## src/asc_pkg.sv

```systemverilog
`default_nettype none
package asc_pkg;
   // Register index 0x93, byte address four times the index
   localparam logic [7:0]  STEP3_CFG_INDEX  = 8'h93;
   localparam logic [9:0]  STEP3_CFG_ADDR   = {STEP3_CFG_INDEX, 2'b00};
   localparam logic [15:0] STEP3_CFG_RESET  = 16'h0003;
   localparam int          EN_POS           = 15;
   localparam int          GAIN_HI          = 14;
   localparam int          GAIN_LO          = 13;
   localparam int          NEG_POS          = 4;
   localparam int          POS_HI           = 3;
   localparam int          POS_LO           = 0;
   localparam logic [15:0] STEP3_WR_MASK    = 16'he01f;
   localparam logic [3:0]  POS_INTERNAL_MIN = 4'h8;
   localparam logic [3:0]  POS_TEMP_A       = 4'h8;
   localparam logic [3:0]  POS_SHORT        = 4'h9;
   localparam logic [3:0]  POS_TEST_DAC     = 4'ha;
   localparam logic [3:0]  POS_IO_DIV4      = 4'hc;
   localparam logic [3:0]  POS_CORE_DIV2    = 4'hd;
   localparam logic [3:0]  POS_ANALOG_POWER_INPUT_DIV103  = 4'he;
   localparam logic [3:0]  POS_DIGITAL_POWER_INPUT_DIV103  = 4'hf;
   // Negative-input routing codes
   localparam logic [1:0]  NEG_AGND         = 2'h0;
   localparam logic [1:0]  NEG_EXT7         = 2'h1;
   localparam logic [1:0]  NEG_AUTO         = 2'h2;
   // Gain multipliers
   localparam logic [2:0]  GAIN_X1          = 3'h1;
   localparam logic [2:0]  GAIN_X2          = 3'h2;
   localparam logic [2:0]  GAIN_X4          = 3'h4;
endpackage
`default_nettype wire

```

## src/asc_decode.sv

```systemverilog
`timescale 1ns/1ns
`default_nettype none
module asc_decode
(
   input  wire logic [15:0] cfg_i,
   output logic      [2:0]  gain_o,
   output logic      [15:0] pos_onehot_o,
   output logic      [1:0]  neg_sel_o
);
   logic [3:0] pos;
   assign pos = cfg_i[asc_pkg::POS_HI:asc_pkg::POS_LO];

   always_comb
   begin
      case (cfg_i[asc_pkg::GAIN_HI:asc_pkg::GAIN_LO])
         2'h0:    gain_o = asc_pkg::GAIN_X1;
         2'h1:    gain_o = asc_pkg::GAIN_X2;
         default: gain_o = asc_pkg::GAIN_X4;
      endcase
   end

   genvar g;
   generate
      for (g = 0; g < 16; g++)
      begin : g_pos
         assign pos_onehot_o[g] = (pos == 4'(g));
      end
   endgenerate

   always_comb
   begin
      if (pos >= asc_pkg::POS_INTERNAL_MIN)
         neg_sel_o = asc_pkg::NEG_AUTO;
      else if (cfg_i[asc_pkg::NEG_POS])
         neg_sel_o = asc_pkg::NEG_EXT7;
      else
         neg_sel_o = asc_pkg::NEG_AGND;
   end
endmodule
`default_nettype wire

```

## src/asc_step3_cfg.sv

```systemverilog
// Overview of operation
// - Bit 15 enables step 3 in the sequence; resets to 0.
// - Gain code 00 gives 1, 01 gives 2, 10 and 11 give 4.
// - Negative select bit 4: 0 analog ground, 1 external input seven.
// - Positive code bits 3:0, codes 0-7 select external inputs; resets 0011.
// - Codes 1000 and up pick the negative input automatically.
// - Codes 1000, 1001, 1010 select temperature, short, test DAC.
// - Top codes select scaled supply monitors.
// - Register at index 0x93, reset value 0x0003.
//
// Our own choices: the register addresses and the Wishbone slave port.
`timescale 1ns/1ns
`default_nettype none
module asc_step3_cfg
(
   input  wire logic        clk_i,
   input  wire logic        resetn_i,
   input  wire logic        wb_cyc_i,
   input  wire logic        wb_stb_i,
   input  wire logic        wb_we_i,
   input  wire logic [9:0]  wb_adr_i,
   input  wire logic [3:0]  wb_sel_i,
   input  wire logic [31:0] wb_dat_i,
   output logic      [31:0] wb_dat_o,
   output logic             wb_ack_o,
   output logic             wb_err_o,
   output logic             step3_enable_bit_o,
   output logic      [2:0]  step3_gain_o,
   output logic      [15:0] step3_pos_onehot_o,
   output logic      [1:0]  step3_neg_sel_o,
   output logic             step3_temp_a_o,
   output logic             step3_short_o,
   output logic             step3_test_dac_o,
   output logic      [3:0]  step3_supply_mon_o
);
   logic [1:0]  rst_sync_r;
   logic        rst_n;
   logic [15:0] cfg_r, cfg_nxt;
   logic [31:0] dat_r, dat_nxt;
   logic        ack_r, ack_nxt, err_r, err_nxt;
   logic        en_r, en_nxt;
   logic [2:0]  gain_r, gain_nxt;
   logic [15:0] pos_r, pos_nxt;
   logic [1:0]  neg_r, neg_nxt;
   logic [6:0]  src_r, src_nxt;
   logic        hit, req;
   logic [15:0] wmask;

   always_ff @(posedge clk_i or negedge resetn_i)
   begin
      if (!resetn_i)
         rst_sync_r <= 2'h0;
      else
         rst_sync_r <= {rst_sync_r[0], 1'b1};
   end
   assign rst_n = rst_sync_r[1];

   asc_decode u_dec
   (
      .cfg_i        (cfg_r),
      .gain_o       (gain_nxt),
      .pos_onehot_o (pos_nxt),
      .neg_sel_o    (neg_nxt)
   );

   assign req   = wb_cyc_i && wb_stb_i && !ack_r && !err_r;
   assign hit   = (wb_adr_i == asc_pkg::STEP3_CFG_ADDR);
   assign wmask = {{8{wb_sel_i[1]}}, {8{wb_sel_i[0]}}} & asc_pkg::STEP3_WR_MASK;

   always_comb
   begin
      cfg_nxt = cfg_r;
      ack_nxt = 1'b0;
      err_nxt = 1'b0;
      dat_nxt = dat_r;
      if (req)
      begin
         ack_nxt = hit;
         err_nxt = !hit;
         if (hit && wb_we_i)
            cfg_nxt = (cfg_r & ~wmask) | (wb_dat_i[15:0] & wmask);
         dat_nxt = (hit && !wb_we_i) ? {16'h0000, cfg_r & asc_pkg::STEP3_WR_MASK} : 32'h0;
      end
   end

   always_comb
   begin
      en_nxt = cfg_r[asc_pkg::EN_POS];
      src_nxt[0] = pos_nxt[asc_pkg::POS_TEMP_A];
      src_nxt[1] = pos_nxt[asc_pkg::POS_SHORT];
      src_nxt[2] = pos_nxt[asc_pkg::POS_TEST_DAC];
      // Supply monitors, code 1011 maps to no source
      src_nxt[3] = pos_nxt[asc_pkg::POS_IO_DIV4];
      src_nxt[4] = pos_nxt[asc_pkg::POS_CORE_DIV2];
      src_nxt[5] = pos_nxt[asc_pkg::POS_ANALOG_POWER_INPUT_DIV103];
      src_nxt[6] = pos_nxt[asc_pkg::POS_DIGITAL_POWER_INPUT_DIV103];
   end

   always_ff @(posedge clk_i or negedge rst_n)
   begin
      if (!rst_n)
      begin
         cfg_r  <= asc_pkg::STEP3_CFG_RESET;
         dat_r  <= 32'h0;
         ack_r  <= 1'b0;
         err_r  <= 1'b0;
         en_r   <= 1'b0;
         gain_r <= asc_pkg::GAIN_X1;
         pos_r  <= 16'h0001 << asc_pkg::STEP3_CFG_RESET[asc_pkg::POS_HI:asc_pkg::POS_LO];
         neg_r  <= asc_pkg::NEG_AGND;
         src_r  <= 7'h00;
      end
      else
      begin
         cfg_r  <= cfg_nxt;
         dat_r  <= dat_nxt;
         ack_r  <= ack_nxt;
         err_r  <= err_nxt;
         en_r   <= en_nxt;
         gain_r <= gain_nxt;
         pos_r  <= pos_nxt;
         neg_r  <= neg_nxt;
         src_r  <= src_nxt;
      end
   end

   assign wb_dat_o           = dat_r;
   assign wb_ack_o           = ack_r;
   assign wb_err_o           = err_r;
   assign step3_enable_bit_o = en_r;
   assign step3_gain_o       = gain_r;
   // Not gated by enable; the sequencer must skip a disabled step
   assign step3_pos_onehot_o = pos_r;
   assign step3_neg_sel_o    = neg_r;
   assign step3_temp_a_o     = src_r[0];
   assign step3_short_o      = src_r[1];
   assign step3_test_dac_o   = src_r[2];
   assign step3_supply_mon_o = src_r[6:3];

   enable_follow_a: assert property (@(posedge clk_i) disable iff (!rst_n)
      1 ##1 1 |-> ##1 (en_r == $past(cfg_r[asc_pkg::EN_POS])))
      else $error("enable output wrong");
   en_write_a: assert property (@(posedge clk_i) disable iff (!rst_n)
      req && hit && wb_we_i && wb_sel_i[1] |=> cfg_r[15] == $past(wb_dat_i[15]))
      else $error("enable bit not written");
   gain_one_a: assert property (@(posedge clk_i) disable iff (!rst_n)
      cfg_r[14:13] == 2'h0 |=> gain_r == asc_pkg::GAIN_X1)
      else $error("gain not one");
   gain_four_a: assert property (@(posedge clk_i) disable iff (!rst_n)
      cfg_r[14] |=> gain_r == asc_pkg::GAIN_X4)
      else $error("gain not four");
   gain_two_a: assert property (@(posedge clk_i) disable iff (!rst_n)
      cfg_r[14:13] == 2'h1 |=> gain_r == asc_pkg::GAIN_X2)
      else $error("gain not two");
   gain_write_a: assert property (@(posedge clk_i) disable iff (!rst_n)
      req && hit && wb_we_i && wb_sel_i[1] |=> cfg_r[14:13] == $past(wb_dat_i[14:13]))
      else $error("gain code not written");
   neg_agnd_a: assert property (@(posedge clk_i) disable iff (!rst_n)
      !cfg_r[3] && !cfg_r[4] |=> neg_r == asc_pkg::NEG_AGND)
      else $error("negative not ground");
   neg_ext_a: assert property (@(posedge clk_i) disable iff (!rst_n)
      !cfg_r[3] && cfg_r[4] |=> neg_r == asc_pkg::NEG_EXT7)
      else $error("negative not ext7");
   neg_write_a: assert property (@(posedge clk_i) disable iff (!rst_n)
      req && hit && wb_we_i && wb_sel_i[0] |=> cfg_r[4] == $past(wb_dat_i[4]))
      else $error("negative select not written");
   neg_auto_a: assert property (@(posedge clk_i) disable iff (!rst_n)
      cfg_r[3] |=> neg_r == asc_pkg::NEG_AUTO)
      else $error("negative not auto");
   pos_onehot_a: assert property (@(posedge clk_i) disable iff (!rst_n)
      ##1 pos_r == (16'h0001 << $past(cfg_r[3:0])))
      else $error("positive select wrong");
   pos_write_a: assert property (@(posedge clk_i) disable iff (!rst_n)
      req && hit && wb_we_i && wb_sel_i[0] |=> cfg_r[3:0] == $past(wb_dat_i[3:0]))
      else $error("positive code not written");
   ext_no_src_a: assert property (@(posedge clk_i) disable iff (!rst_n)
      !cfg_r[3] |=>
      !step3_temp_a_o && !step3_short_o && !step3_test_dac_o && step3_supply_mon_o == 4'h0)
      else $error("external input drives a source");
   temp_src_a: assert property (@(posedge clk_i) disable iff (!rst_n)
      cfg_r[3:0] == asc_pkg::POS_TEMP_A |=> step3_temp_a_o && !step3_short_o)
      else $error("temperature source wrong");
   short_src_a: assert property (@(posedge clk_i) disable iff (!rst_n)
      cfg_r[3:0] == asc_pkg::POS_SHORT |=> step3_short_o && !step3_temp_a_o)
      else $error("short source wrong");
   test_dac_a: assert property (@(posedge clk_i) disable iff (!rst_n)
      cfg_r[3:0] == asc_pkg::POS_TEST_DAC |=> step3_test_dac_o && !step3_temp_a_o)
      else $error("test source wrong");
   io_mon_a: assert property (@(posedge clk_i) disable iff (!rst_n)
      cfg_r[3:0] == asc_pkg::POS_IO_DIV4 |=> step3_supply_mon_o == 4'h1)
      else $error("io supply monitor wrong");
   supply_mon_a: assert property (@(posedge clk_i) disable iff (!rst_n)
      cfg_r[3:0] == asc_pkg::POS_DIGITAL_POWER_INPUT_DIV103 |=> step3_supply_mon_o == 4'h8)
      else $error("supply monitor wrong");
   reserved_zero_a: assert property (@(posedge clk_i) disable iff (!rst_n)
      cfg_r[12:5] == 8'h00 && dat_r[31:16] == 16'h0000 && dat_r[12:5] == 8'h00)
      else $error("reserved bits set");
   lane_hold_a: assert property (@(posedge clk_i) disable iff (!rst_n)
      req && hit && wb_we_i && !wb_sel_i[1] |=> cfg_r[15:13] == $past(cfg_r[15:13]))
      else $error("unselected lane written");
   read_back_a: assert property (@(posedge clk_i) disable iff (!rst_n)
      req && hit && !wb_we_i |=> wb_dat_o == {16'h0000, $past(cfg_r)})
      else $error("read data wrong");
   reset_val_a: assert property (@(posedge clk_i)
      $rose(rst_n) |-> cfg_r == asc_pkg::STEP3_CFG_RESET)
      else $error("reset value wrong");
   ack_mapped_a: assert property (@(posedge clk_i) disable iff (!rst_n)
      req && hit |=> ack_r && !err_r)
      else $error("mapped access not acknowledged");
   err_unmapped_a: assert property (@(posedge clk_i) disable iff (!rst_n)
      req && !hit |=> err_r && !ack_r && wb_dat_o == 32'h0)
      else $error("unmapped access not refused");
   err_no_write_a: assert property (@(posedge clk_i) disable iff (!rst_n)
      req && !hit |=> cfg_r == $past(cfg_r))
      else $error("unmapped access wrote register");
   ack_pulse_a: assert property (@(posedge clk_i) disable iff (!rst_n)
      ack_r || err_r |=> !ack_r && !err_r)
      else $error("answer longer than one cycle");
   cover_write_c: cover property (@(posedge clk_i) ack_r && $past(wb_we_i));
   cover_err_c:   cover property (@(posedge clk_i) err_r);
   cover_en_c:    cover property (@(posedge clk_i) en_r && neg_r == asc_pkg::NEG_AUTO);
   cover_short_c: cover property (@(posedge clk_i) step3_short_o);
   cover_lane_c:  cover property (@(posedge clk_i) ack_r && $past(wb_sel_i) == 4'h1);
endmodule
`default_nettype wire

```

## config.mk

```make
export PLATFORM = sky130hd
export DESIGN_NAME = asc_step3_cfg
export DESIGN_NICKNAME = d
export VERILOG_FILES = /design/src/asc_pkg.sv /design/src/asc_decode.sv /design/src/asc_step3_cfg.sv
export SDC_FILE = /design/constraint.sdc
export NUM_CORES = 1
export LEC_CHECK = 0
export ABC_AREA = 1
export BUFFER_PORTS_ARGS = -buffer_cell sky130_fd_sc_hd__buf_2
export CAP_MARGIN = 10
export CORE_UTILIZATION = 42
export DETAILED_ROUTE_END_ITERATION = 12
export GPL_TIMING_DRIVEN = 0
export PLACE_DENSITY = 0.8
export SLEW_MARGIN = 30
export SYNTH_ARGS = -nofsm -noshare
export SYNTH_HDL_FRONTEND = slang
export SYNTH_SLANG_ARGS = --single-unit
```

## constraint.sdc

```tcl
create_clock -name clk_i -period 1.75 [get_ports clk_i]
set_clock_uncertainty 0.15 [all_clocks]
set_input_delay 0.0875 -clock clk_i [delete_from_list [all_inputs] [get_ports clk_i]]
set_output_delay 0.0875 -clock clk_i [all_outputs]
set_load 0.005 [all_outputs]
```

==> impl_metrics.yaml, run 1 <==
sta:
  slew_viol_final: 0
  finalSetupViolations: 0
  rsz0062_at_grt: "false"
  period_needed_ns: 1.54
  hold_viol: 0
  fin_crit_sh_pct: 88.0
  fmax_mhz: 649
  finalSetupTns_ns: 0
setup_path:
  critPathArrivalTime_ns: 1.57
  required_ns: 1.78
  worst-r2r-setup-slack_ns: 0.21
  cp-end-kind: "flop"
  cp_slowest_cell: "dfrtp_1"
  critPathMaxStageDelay_ns: 0.38
  path_class: "flop to flop"
  timing.critical_path.mode_cell: "nand2_1"
  cp-start-kind: "flop"
  critPathMaxFanout: 10
  reg2reg_depth: 7
  cp_cell_sequence: "nor2_2 > nand2_2 > buf_2 > inv_1 > nand4_1 > nand2_1 > nand2_1"
floorplanning:
  die_y_microns: 66.9
  rows: 23
  io_pins: 114
  start_util_pct: 43.9
  die-area_sq_um: 4480
  core_area_sq_um: 4030
  die_x_microns: 66.9
synth:
  synth_top_family_by_area: "simple AND/OR/NAND/NOR gates"
  synth_cells: 182
  synth_compound_area_share_pct: 0
  ys_ff_latch: 42
  yosysUniqueCellTypes: 16
  postSynthAreaPerCell_sq_um: 9.73
  synthMuxAreaShare_pct: 0
  yosys.area_share.xor_xnor_pct: 0
  yosysSeqAreaShare_pct: 59.6
  syn_area_sq_um: 1770
  synthAdderAreaFrac_pct: 0
  yosysWarnings: 0
  synth-simple-area-share_pct: 22.6
routing:
  wl_per_cell_microns: 10.3
  drtIter0Drc: 103
  wl_microns: 3480
  vias_per_cell: 4.25
  drc: 0
  ant_nets: 0
  drt_pass1_iterations: 4
  vias: 1442
clock_tree:
  clk_latency_ns: 0.28
  path_clk_slew_ns: 0.07
  postCtsSetupBuffers: 0
  cts_tree: "yes"
  cts_buffer_depth: 2
  clockRootBuffer: "clkbuf_8"
  cts.repair.resized: 0
  cts_buffers: 5
  cts_hold_buf: 12
  h-tree-depth: 2
  cts_num_sinks: 42
place:
  place_congestion: 0.809
  place_area_sq_um: 2260
  place_inst: 319
  dpl.hpwl_microns: 2590
  io_buffers: 63
final_layout:
  fin_cells: 339
  drive_gt1_share_pct: 39.4
  fillers: 351
  n_antenna_cell: 0
  layout_commonest_cell: "buf_2"
  layout.nets: 339
  final_cell_mix: "65 x buf_2, 43 x nand2_1, 37 x dfrtp_1"
  area_growth_pct: 39.7
  postLayoutCellArea_sq_um: 2470
job:
  max_cap_viol_count: 0
power_and_ir_drop:
  ir_worst_vdd_uv: 302
  p_leak_uw: 0.00149
  power_density_nw_per_um2: 706
grt:
  antenna_found_initial: 0
  grt_overflow: 0
  grt_pass1_vias: 1259
  grt_start_max_net_pins: 23
  grt_usage_pct: 17.9
  grt_pass1_wl_microns: 5730
hold_path:
  min_path_type: "flop to async pin"
run_status:
  status: "complete, no violations"
layout make-up:
class	instances	area [sq um]	area share (%)
timing repair buffer	76	463	18.7
inverter	12	45.0	1.82
clock buffer	8	90.1	3.64
tap	50	62.6	2.53
multi-input combinational	115	494	20.0
buffer	36	262	10.6
sequential	42	1060	42.7
routing by layer:
metal	track usage, %	share of wire, %	up-vias
met2	28.4	48	67
met1	21.0	41	650
met3	5.48	8.3	8
li1	-	-	717
met5	0	0	-
met4	10.9	2.5	0
logic make-up after synthesis:
family                 after synthesis
flip-flops                          42
buffers and inverters               48
other                                2
AND/OR/NAND/NOR                     90
per-stage QoR:
stage / setup slack [ns] / hold slack [ns] / power (uW) / util (%)
floorplan: 0.352 / -0.358 / 1080 / -
global placement: 0.0109 / -0.277 / 1120 / 55.5
detailed placement: 0.237 / -0.276 / 1130 / 56.2
CTS: 0.220 / 0.0691 / 1760 / 61.4
global route: 0.0812 / 0.0988 / 1840 / 61.4
finish: 0.209 / 0.0692 / 1750 / 61.4
critical path, delay by kind of cell, from the launching register on:
family | cells | cell delay [ns]
DFF | 1 | 0.38
buffers and inverters | 2 | 0.30
and+or+nand+nor | 5 | 0.60
Yosys cell counts, drive strengths merged:
library cell  instances  area [sq um]
dfrtp                38           951
dfstp                 4           105
buf                  34           254
nand2                44           168
nand3                 9          45.0
conb                  2          7.51
nand4                10          68.8
clkbuf                2          7.51
nor3                  1          16.3
nor2                 26           103
inv                  12          45.0
report_power, final:
part	switching (uW)	leakage [uW]	total, uW	internal, uW
sequential	11.2	0.000561	987	976
combinational	62.9	0.000888	147	83.8
clock	292	0.0000455	614	321
total	367	0.00149	1750	1380
final timing paths:
| path | start | end |
|---|---|---|
| min in group clk_i | wb_we_i | flop |
| hold / removal | rst_sync_r[1] | wb_dat_o[1] |
| setup reg to reg | wb_ack_o | flop |
| max in group asynchronous | resetn_i | rst_sync_r[1] |
| hold reg to reg | rst_sync_r[1] | wb_dat_o[1] |
| setup / recovery | wb_ack_o | flop |
(Power assumes the default switching activity.)
==> run 2, diff against run 1 <==
--- a/config.mk
+++ b/config.mk
@@ -8,10 +8,12 @@
 export ABC_AREA = 1
 export BUFFER_PORTS_ARGS = -buffer_cell sky130_fd_sc_hd__buf_2
 export CAP_MARGIN = 10
-export CORE_UTILIZATION = 42
+export CELL_PAD_IN_SITES_DETAIL_PLACEMENT = 1
+export CELL_PAD_IN_SITES_GLOBAL_PLACEMENT = 1
+export CORE_UTILIZATION = 29
 export DETAILED_ROUTE_END_ITERATION = 12
 export GPL_TIMING_DRIVEN = 0
-export PLACE_DENSITY = 0.8
+export PLACE_DENSITY_LB_ADDON = 0.1
 export SLEW_MARGIN = 30
 export SYNTH_ARGS = -nofsm -noshare
 export SYNTH_HDL_FRONTEND = slang
==> impl_metrics.yaml, run 2 (synthesis gave the netlist of run 1 again) <==
run_status:
  status: "complete, no violations"
routing:
  drt_pass1_iterations: 4
  wl_per_cell_microns: 10.7
  drc: 0
  drtIter0Drc: 72
  vias: 1429
  vias_per_cell: 3.93
  ant_nets: 0
  wl_microns: 3900
sta:
  finalSetupViolations: 0
  fmax_mhz: 659
  period_needed_ns: 1.52
  finalSetupTns_ns: 0
  hold_viol: 0
  fin_crit_sh_pct: 86.7
  rsz0062_at_grt: "false"
  slew_viol_final: 0
place:
  place_area_sq_um: 2290
  place_inst: 344
  io_buffers: 63
  dpl.hpwl_microns: 2950
  place_congestion: 0.719
grt:
  grt_overflow: 0
  antenna_found_initial: 0
  grt_usage_pct: 12.8
  grt_pass1_vias: 1313
  grt_start_max_net_pins: 27
  grt_pass1_wl_microns: 6200
final_layout:
  seqCellArea_sq_um: 1060
  n_antenna_cell: 0
  drive_gt1_share_pct: 40.1
  layout.nets: 339
  area_growth_pct: 44.0
  fillers: 736
  multi_input_area_sq_um: 494
  fin_cells: 364
  final_cell_mix: "65 x buf_2, 43 x nand2_1, 37 x dfrtp_1"
  postLayoutCellArea_sq_um: 2550
  layout_commonest_cell: "buf_2"
setup_path:
  reg2reg_depth: 6
  reg2reg_to: "wb_dat_o[15]"
  cp-end-kind: "flop"
  worst-r2r-setup-slack_ns: 0.23
  r2r-start: "wb_ack_o"
  cp-start-kind: "flop"
  critPathArrivalTime_ns: 1.60
  critPathMaxFanout: 10
  required_ns: 1.83
  path_class: "flop to flop"
clock_tree:
  h-tree-depth: 2
  clk_latency_ns: 0.29
  postCtsSetupBuffers: 0
  cts_tree: "yes"
  path_clk_slew_ns: 0.08
  cts_buffer_depth: 2
  clockRootBuffer: "clkbuf_8"
  cts_buffers: 5
  cts_hold_buf: 12
  cts.repair.resized: 0
  cts_num_sinks: 42
floorplanning:
  core_area_sq_um: 5920
  rows: 28
  die_y_microns: 80.1
  die_x_microns: 80.1
  io_pins: 114
  die-area_sq_um: 6420
  start_util_pct: 29.9
job:
  max_cap_viol_count: 0
power_and_ir_drop:
  power_density_nw_per_um2: 808
  ir_worst_vdd_uv: 424
  p_leak_uw: 0.00152
hold_path:
  min_path_type: "flop to async pin"
run 2: worst max-delay path, cell delays in order (launching register included):
cell     delay [ns]
dfrtp_1        0.39
nor2_2         0.11
nand2_2        0.08
nor3_4         0.38
buf_6          0.20
nand3_1        0.08
nand2_1        0.07
run 2: area by class of cell:
class	count	area share [%]
multi-input combinational	115	19.4
clock inverter	2	2.36
inverter	12	1.77
timing repair buffer	76	17.9
clock buffer	6	3.24
tap	75	3.68
buffer	36	10.3
sequential	42	41.5
run 2: power breakdown:
part           switching (uW)  internal, uW  leakage, uW  total (uW)
registers                8.74           975     0.000561         984
logic                    65.0          82.0     0.000884         147
clock network             320           608    0.0000714         929
total                     394          1670      0.00152        2060
run 2: metal layers:
metal	vias up	wire length [microns]	GRT usage [%]
met5	-	0	0
met4	0	65	4.82
met3	5	324	3.75
met2	63	1690	19.5
met1	645	1820	17.2
li1	716	-	-
run 2: worst max-delay path by stage:
stage,depth (start not counted),to,slack [ns],startpoint
2_1_floorplan,0,async pin,0.35,rst_sync_r[1]
3_3_place_gp,0,wb_dat_o[15],-0.11,rst_sync_r[1]
4_1_cts,6,wb_dat_o[15],0.20,wb_ack_o
3_5_place_dp,6,wb_dat_o[15],0.21,wb_ack_o
6_report,6,wb_dat_o[15],0.23,wb_ack_o
5_1_grt,7,flop,0.13,wb_ack_o
run 2: stage by stage:
step	util (%)	setup slack [ns]	hold WS, ns	total power (uW)
2_1_floorplan	-	0.352	-0.358	1080
3_3_place_gp	38.3	-0.113	-0.278	1120
3_5_place_dp	38.6	0.215	-0.276	1130
4_1_cts	43.1	0.198	0.0420	2090
5_1_grt	43.1	0.127	0.0613	2150
6_report	43.1	0.233	0.0263	2060
